$ cat config.mk
export PLATFORM = sky130hd
export DESIGN_NAME = dsf_config_bank
export DESIGN_NICKNAME = d
export VERILOG_FILES = /design/src/hw/dsf_config_bank.v
export VERILOG_INCLUDE_DIRS = /design/src /design/src/hw
export SDC_FILE = /design/constraint.sdc
export NUM_CORES = 1
export LEC_CHECK = 0
export BUFFER_PORTS_ARGS = -buffer_cell sky130_fd_sc_hd__clkbuf_2
export CELL_PAD_IN_SITES_DETAIL_PLACEMENT = 1
export CELL_PAD_IN_SITES_GLOBAL_PLACEMENT = 1
export CORE_MARGIN = 8
export CORE_UTILIZATION = 34
export DETAILED_ROUTE_END_ITERATION = 8
export HOLD_SLACK_MARGIN = 0.15
export PLACE_DENSITY_LB_ADDON = 0.1
export SYNTH_ARGS = -nofsm -noshare
export SYNTH_HDL_FRONTEND = slang
export SYNTH_SLANG_ARGS = --single-unit
export TNS_END_PERCENT = 20
$ cat constraint.sdc
create_clock -name clk -period 1.5 [get_ports clk]
set_input_delay 0.15 -clock clk [delete_from_list [all_inputs] [get_ports clk]]
set_output_delay 0.15 -clock clk [all_outputs]
set_load 0.02 [all_outputs]
$ cat src/hw/dsf_defs.vh
// Register indices, field positions and reset values of the config bank
`ifndef DSF_DEFS_VH
`define DSF_DEFS_VH
`define DSF_IDX_DMA_SEL 8'h74
`define DSF_IDX_FDD_MODE 8'hf0
`define DSF_IDX_FDD_OPT 8'hf1
`define DSF_IDX_FDD_TYPE 8'hf2
`define DSF_IDX_RSVD 8'hf3
`define DSF_IDX_DRV0 8'hf4
`define DSF_IDX_DRV1 8'hf5
`define DSF_RST_DMA_SEL 3'h4
`define DSF_RST_FDD_MODE 8'h0e
`define DSF_RST_FDD_OPT 8'h00
`define DSF_RST_FDD_TYPE 8'hff
`define DSF_RST_DRV 8'h00
`define DSF_MASK_DMA_SEL 8'h07
`define DSF_MASK_FDD_MODE 8'hdf
`define DSF_MASK_FDD_OPT 8'hcc
`define DSF_MASK_DRV 8'h5b
`define DSF_MODE_ENH 0
`define DSF_MODE_NONBURST 1
`define DSF_MODE_IF_LO 2
`define DSF_MODE_SWAP 4
`define DSF_MODE_PUSHPULL 6
`define DSF_MODE_TRIST 7
`define DSF_OPT_DENS_LO 2
`define DSF_OPT_BOOT_LO 6
`define DSF_DRV_PRECOMP 6
`define DSF_DENS_FORCE1 2'h2
`define DSF_DENS_FORCE0 2'h3
`define DSF_BOOT_DRV1 2'h1
`endif

$ cat src/hw/dsf_config_bank.v
// DMA select, IRQ/DMA output gating and floppy vendor config registers
// Behaviour
// DMA select bits 2:0, 4-7 none
// Channel active needs select 0-3 and owner enable
// Unused DMA request pins float
// Device-local disable adds to config disable
// Floppy IRQ/DACK float, request ignored when gated
// UART irq floats while modem control bit2 zero
// Parallel SPP/EPP irq follows control bit four
// ECP mode: DMA follows enable, irq table
// Vendor registers reset only by hard reset
// Mode bit0 enhanced, bit1 non-burst DMA
// Mode bits 3:2 select interface mode
// Mode bit4 swaps drive/motor selects 0,1
// Mode bit6 push-pull, bit7 tristates outputs
// Option bits 3:2 force density output
// Option bits 7:6 choose boot drive
// Type register holds A, B, spare storage
// Index f3 reads zero always
// Drive zero: type, rate table, zero bits
// Drive bit6 disables write precompensation
// Drive one same layout as zero
// Reserved bits ignore writes, read zero
`timescale 1ns/1ps
`include "dsf_defs.vh"
module dsf_config_bank (
    input wire clk,
    input wire sys_rst,
    input wire soft_rst,
    input wire [7:0] reg_addr,
    input wire [7:0] reg_wdata,
    input wire reg_wr,
    input wire reg_rd,
    output reg [7:0] reg_rdata,
    input wire cfg_active,
    input wire addr_valid,
    input wire floppy_dma_gate,
    input wire floppy_powerdown,
    input wire floppy_irq,
    input wire floppy_dack,
    input wire floppy_dreq,
    input wire [1:0] modem_control_reg_uart_irq_gate,
    input wire [1:0] uart_irq,
    input wire uart2_dma_gate,
    input wire uart2_dreq,
    input wire uart2_dack,
    input wire par_ecp_mode,
    input wire [2:0] par_ecr_mode,
    input wire parallel_irq_gate,
    input wire parallel_dma_gate,
    input wire par_irq,
    input wire par_dreq,
    input wire par_dack,
    input wire [1:0] fdc_drive_sel,
    input wire [1:0] fdc_motor_sel,
    input wire fdc_density,
    output wire [3:0] dma_request_pins_o,
    output wire [3:0] dma_request_pins_oe,
    output wire floppy_dack_out,
    output wire floppy_dack_oe,
    output wire floppy_irq_out,
    output wire floppy_irq_oe,
    output wire [1:0] uart_irq_out,
    output wire [1:0] uart_irq_oe,
    output wire par_irq_out,
    output wire par_irq_oe,
    output wire par_dack_out,
    output wire uart2_dack_out,
    output wire floppy_dreq_taken,
    output wire [1:0] drive_sel_out,
    output wire [1:0] motor_sel_out,
    output wire density_out,
    output wire floppy_out_oe,
    output wire floppy_push_pull,
    output wire floppy_enhanced,
    output wire floppy_non_burst,
    output wire [1:0] floppy_if_mode,
    output wire boot_drive_valid,
    output wire boot_drive,
    output wire [1:0] drive_type_sel0,
    output wire [1:0] drive_type_sel1,
    output wire [1:0] rate_table_sel0,
    output wire [1:0] rate_table_sel1,
    output wire [1:0] precomp_disable
);

reg [2:0] dma_sel_q;
reg [7:0] fdd_mode_q;
reg [7:0] fdd_opt_q;
reg [7:0] fdd_type_q;
reg [7:0] drv_q [0:1];
wire wr_dma = reg_wr && reg_addr == `DSF_IDX_DMA_SEL;
wire wr_mode = reg_wr && reg_addr == `DSF_IDX_FDD_MODE;
wire wr_opt = reg_wr && reg_addr == `DSF_IDX_FDD_OPT;
wire wr_type = reg_wr && reg_addr == `DSF_IDX_FDD_TYPE;

// Hard reset only; soft_rst deliberately has no effect here
always @(posedge clk) begin
    if (sys_rst) begin
        dma_sel_q <= `DSF_RST_DMA_SEL;
        fdd_mode_q <= `DSF_RST_FDD_MODE;
        fdd_opt_q <= `DSF_RST_FDD_OPT;
        fdd_type_q <= `DSF_RST_FDD_TYPE;
    end else begin
        if (wr_dma) begin
            dma_sel_q <= reg_wdata[2:0];
        end
        if (wr_mode) begin
            fdd_mode_q <= reg_wdata & `DSF_MASK_FDD_MODE;
        end
        if (wr_opt) begin
            fdd_opt_q <= reg_wdata & `DSF_MASK_FDD_OPT;
        end
        if (wr_type) begin
            fdd_type_q <= reg_wdata;
        end
    end
end

genvar g;
generate
    for (g = 0; g < 2; g = g + 1) begin : g_drv
        always @(posedge clk) begin
            if (sys_rst) begin
                drv_q[g] <= `DSF_RST_DRV;
            end else if (reg_wr && reg_addr == `DSF_IDX_DRV0 + g) begin
                drv_q[g] <= reg_wdata & `DSF_MASK_DRV;
            end
        end
        assign precomp_disable[g] = drv_q[g][`DSF_DRV_PRECOMP];
    end
endgenerate

always @(posedge clk) begin
    if (sys_rst) begin
        reg_rdata <= 8'h00;
    end else if (reg_rd) begin
        if (reg_addr == `DSF_IDX_DMA_SEL) begin
            reg_rdata <= {5'h00, dma_sel_q};
        end else if (reg_addr == `DSF_IDX_FDD_MODE) begin
            reg_rdata <= fdd_mode_q;
        end else if (reg_addr == `DSF_IDX_FDD_OPT) begin
            reg_rdata <= fdd_opt_q;
        end else if (reg_addr == `DSF_IDX_FDD_TYPE) begin
            reg_rdata <= fdd_type_q;
        end else if (reg_addr == `DSF_IDX_DRV0) begin
            reg_rdata <= drv_q[0];
        end else if (reg_addr == `DSF_IDX_DRV1) begin
            reg_rdata <= drv_q[1];
        end else begin
            reg_rdata <= 8'h00;
        end
    end
end

// Configuration-level enable shared by every logical device
wire cfg_ok = cfg_active && addr_valid;
wire chan_ok = !dma_sel_q[2];
wire fdc_on = cfg_ok && floppy_dma_gate && !floppy_powerdown;
wire par_dma_on = cfg_ok && par_ecp_mode && parallel_dma_gate;
wire u2_dma_on = cfg_ok && uart2_dma_gate;
reg par_irq_on;
always @* begin
    if (!par_ecp_mode) begin
        par_irq_on = parallel_irq_gate;
    end else begin
        case (par_ecr_mode)
            3'h2, 3'h3, 3'h6: par_irq_on = 1'b1;
            default: par_irq_on = parallel_irq_gate;
        endcase
    end
end

// Only one owner drives the selected channel
wire any_dma = chan_ok && (fdc_on || par_dma_on || u2_dma_on);
wire req_val = fdc_on ? floppy_dreq : (par_dma_on ? par_dreq : uart2_dreq);
generate
    for (g = 0; g < 4; g = g + 1) begin : g_dreq
        assign dma_request_pins_oe[g] = any_dma && dma_sel_q[1:0] == g;
        assign dma_request_pins_o[g] = req_val;
    end
    for (g = 0; g < 2; g = g + 1) begin : g_uirq
        assign uart_irq_oe[g] = cfg_ok && modem_control_reg_uart_irq_gate[g];
        assign uart_irq_out[g] = uart_irq[g];
    end
endgenerate

assign floppy_dreq_taken = fdc_on && chan_ok && floppy_dreq;
assign floppy_dack_oe = fdc_on;
assign floppy_dack_out = floppy_dack;
assign floppy_irq_oe = fdc_on;
assign floppy_irq_out = floppy_irq;
assign par_irq_oe = cfg_ok && par_irq_on;
assign par_irq_out = par_irq;
assign par_dack_out = par_dack && par_dma_on && chan_ok;
assign uart2_dack_out = uart2_dack && u2_dma_on && chan_ok;

wire swap = fdd_mode_q[`DSF_MODE_SWAP];
assign drive_sel_out = swap ? {fdc_drive_sel[0], fdc_drive_sel[1]}
                            : fdc_drive_sel;
assign motor_sel_out = swap ? {fdc_motor_sel[0], fdc_motor_sel[1]}
                            : fdc_motor_sel;
assign floppy_out_oe = !fdd_mode_q[`DSF_MODE_TRIST];
assign floppy_push_pull = fdd_mode_q[`DSF_MODE_PUSHPULL];
assign floppy_enhanced = fdd_mode_q[`DSF_MODE_ENH];
assign floppy_non_burst = fdd_mode_q[`DSF_MODE_NONBURST];
assign floppy_if_mode =
    fdd_mode_q[`DSF_MODE_IF_LO+1:`DSF_MODE_IF_LO];

wire [1:0] dens = fdd_opt_q[`DSF_OPT_DENS_LO+1:`DSF_OPT_DENS_LO];
assign density_out = dens == `DSF_DENS_FORCE1 ? 1'b1 :
                     dens == `DSF_DENS_FORCE0 ? 1'b0 : fdc_density;
wire [1:0] boot = fdd_opt_q[`DSF_OPT_BOOT_LO+1:`DSF_OPT_BOOT_LO];
assign boot_drive_valid = !boot[1];
assign boot_drive = boot == `DSF_BOOT_DRV1;

assign drive_type_sel0 = drv_q[0][1:0];
assign drive_type_sel1 = drv_q[1][1:0];
assign rate_table_sel0 = drv_q[0][4:3];
assign rate_table_sel1 = drv_q[1][4:3];

endmodule // dsf_config_bank

==> reports/results.ini <==
[run_status]
status=completed

[detailed_routing]
first_iter_violations=47
via_per_inst=5.01
antenna_left=0
drt_pass1_iterations=4
wirelength_mm=7.32
drc=0
vias=2195
wl_per_cell_um=16.7

[place]
placed_area_sq_mm=0.00292
portBuffers=89
dp_hpwl_mm=6.05
dp.cells=426
gp_congestion=0.787
place_ws_ns=0.0191

[power_and_ir_drop]
p_switching_uw=601
seq_power_share_pct=51.4
power.share.clock_pct=31.8
ir_drop_uv=390
p_per_area_mw_per_mm2=711
p_leak_uw=0.00146
sw_frac_of_total_pct=27.4
p_int_uw=1600
p_comb_share_pct=16.8

[worst_hold_path]
hold_class=in -> reg
hold_end=fdd_opt_q[3]
holdPathStages=3
worstHoldStart=reg_wdata[3]

[run]
cap_viol_max_count=0

[sta]
fin_crit_ns=1.47
setup_viol=0
max_freq_mhz=679
relSlewSlack_pct=75.5
finalHoldViolations=0
worst_pin_slew_ns=0.362
whs_ns=0.148
post-route-period-util_pct=98.2
setup_tns_ns=0
fin_ws_ns=0.0272
rsz0062_at_grt=yes
skew_ns=0.00679
slew_violations=0

[setup_path]
startpoint_type=flop
cp_common_cell=buf_4
worst_r2r_endpoint=reg_rdata[1]
cp_max_fo=2
critPathMaxStageDelay_ns=0.33
path_cells=a211oi_2 > buf_4 > nand2_1 > nor2_1 > buf_4
cp_slowest_cell=dfxtp_2
worstPathArrival_ns=1.32
rrSetupSlack_ns=0.18
ff2ff_path_depth=4
crit_required_ns=1.35
criticalPathCategory=reg -> out
r2r-start=drv_q[1][1]
end_kind=output pin

[logic_synthesis]
synth_area_leaders=dfxtp_1, edfxtp_1, mux2i_1, nor2_1, a211o_1
yosys_register_bits=40
syn_area_sq_mm=0.00225
netlist_instances=249
synth_xor_area_share_pct=0
synthTopCellsByCount=nor2_1, dfxtp_1, mux2i_1, inv_1
netlist.area_leader.share_pct=26.7
synthMuxAreaShare_pct=9.67
ys.flop_type=dfxtp_1
synth_top_area_cell=dfxtp_1
yosysWarnings=0
async_flop_share_pct=0
synthDistinctLibCells=46
yosys.area_share.simple_pct=25.3
yosys.area_share.adder_pct=0
synth-compound-area-share_pct=15.2
yosysMostFrequentCell=nor2_1
avgSynthCellArea_sq_um=9.04
synth_top_family_by_area=simple AND/OR/NAND/NOR gates
seq_area_frac_synth_pct=40.0
syn_nets=298
synth-edff-count=10

[finish]
ff_latch_area_sq_um=903
fin_cells=438
final_nets=409
multiInputGateArea_sq_mm=0.00116
syn2layout_area_growth_pct=37.4
n_antenna_cell=0
post-route-cell-area_sq_mm=0.00309
drive_above_1_share_pct=42.7
nFillCells=797

[floorplan]
die_area_sq_mm=0.00948
fp-row-count=29
ios=101
die_h_um=97.4
dieWidth_um=97.4
coreArea_sq_mm=0.00639
start_util_pct=35.2

[grt]
grt-ovfl-total=0
grtUsageTotal_pct=15.2
antenna_found_initial=0
grt_pass1_wl_mm=12.0
grt_max_degree=18
grt_pass1_vias=2321

[clock_network]
clockRootBuffer=clkbuf_8
cts_tree=built
clock_path_buffers=2
htree_levels=2
cts_sinks=40
path_clk_slew_ns=0.08
clock_latency_ns=0.30
numCtsBuffers=5

[stage by stage]
step	util, %	power, uW
finish	48.4	2200
global placement	45.7	1520
CTS	47.7	2220
global route	48.4	2300
detailed placement	45.7	1520
floorplan	-	1370
[worst max-delay path, delay by kind of cell, from the launching register on]
family                 cells  cell delay (ns)
DFF                        1             0.33
buffers and inverters      2             0.32
AOI/OAI and AO/OA          1             0.23
and+or+nand+nor            2             0.16
[sequential cells by signal (all words and copies together), names as in the netlist]
name and count:
fdd_mode_q 7, dma_sel_q 3, fdd_opt_q 4, fdd_type_q 8
drv_q 10, reg_rdata 8
[what timing repair did]
item | CTS | global route
setup buffers | 1 | 0
resized for setup | 2 | 18
hold buffers | 3 | 0
setup endpoints to repair | 4 | 4
pin swaps | 1 | 1
hold endpoints to repair | 3 | 0
[routing by layer]
layer | track usage [%] | share of wire [%] | vias up | wire length [um]
met5 | 0 | 0 | - | 0
met4 | 3.50 | 0.86 | 0 | 63
met3 | 4.62 | 5.9 | 6 | 429
met2 | 26.0 | 49 | 61 | 3570
met1 | 18.2 | 44 | 1035 | 3250
li1 | - | - | 1093 | -
[power groups by stage]
stage / Combinational [uW] / Sequential (uW) / Clock (uW)
after detailed placement: 367 / 1160 / 0
after CTS: 375 / 1130 / 715
after global routing: 404 / 1130 / 760
final: 370 / 1130 / 698
after floorplan: 192 / 1170 / 0
after global placement: 360 / 1160 / 0
[cell type report]
cell class | instances | area share, %
Tap cell | 77 | 3.12
Inverter | 14 | 1.70
Sequential cell | 40 | 29.2
Multi-Input combinational cell | 170 | 37.4
Timing Repair Buffer | 129 | 25.9
Clock inverter | 3 | 0.445
Clock buffer | 5 | 2.23
[kinds of logic after synthesis]
| group | count (synthesis) |
|---|---|
| multiplexers | 21 |
| buffers and inverters | 39 |
| flip-flops | 40 |
| AO/OA/AOI/OAI | 45 |
| AND/OR/NAND/NOR | 104 |
[worst max path at each step]
stage / from / end / slack [ns] / cells past startpoint
4_1_cts: dma_sel_q[2] / dma_request_pins_oe[0] / 0.003 / 4
3_5_place_dp: reg_addr[0] / dma_sel_q[1] / 0.02 / 8
6_report: dma_sel_q[2] / dma_request_pins_oe[1] / 0.03 / 5
3_3_place_gp: reg_addr[0] / reg_rdata[2] / 0.04 / 6
2_1_floorplan: reg_addr[2] / fdd_type_q[0] / 0.16 / 5
5_1_grt: dma_sel_q[2] / dma_request_pins_oe[1] / -0.06 / 5
[placed cells by master, fill, tap and decap left out, drive strengths merged, types with 3 or more instances in the layout]
cell type    netlist  final
a21oi             12     12
and2              10     10
inv               14     14
nand2              8      8
clkinv             0      3
dlygate4sd3        0      3
and3               5      5
dfxtp             30     30
nor2              34     34
mux2i             15     15
nor3               7      7
nand4              9      9
o21ai              3      3
buf               20     41
edfxtp            10     10
mux2               6      6
a211o             12     12
nor2b              8      8
nand3              3      3
nand2b            12     12
clkbuf             5     90
o32ai              3      3
Note: power is estimated with default switching activity, not from simulation.
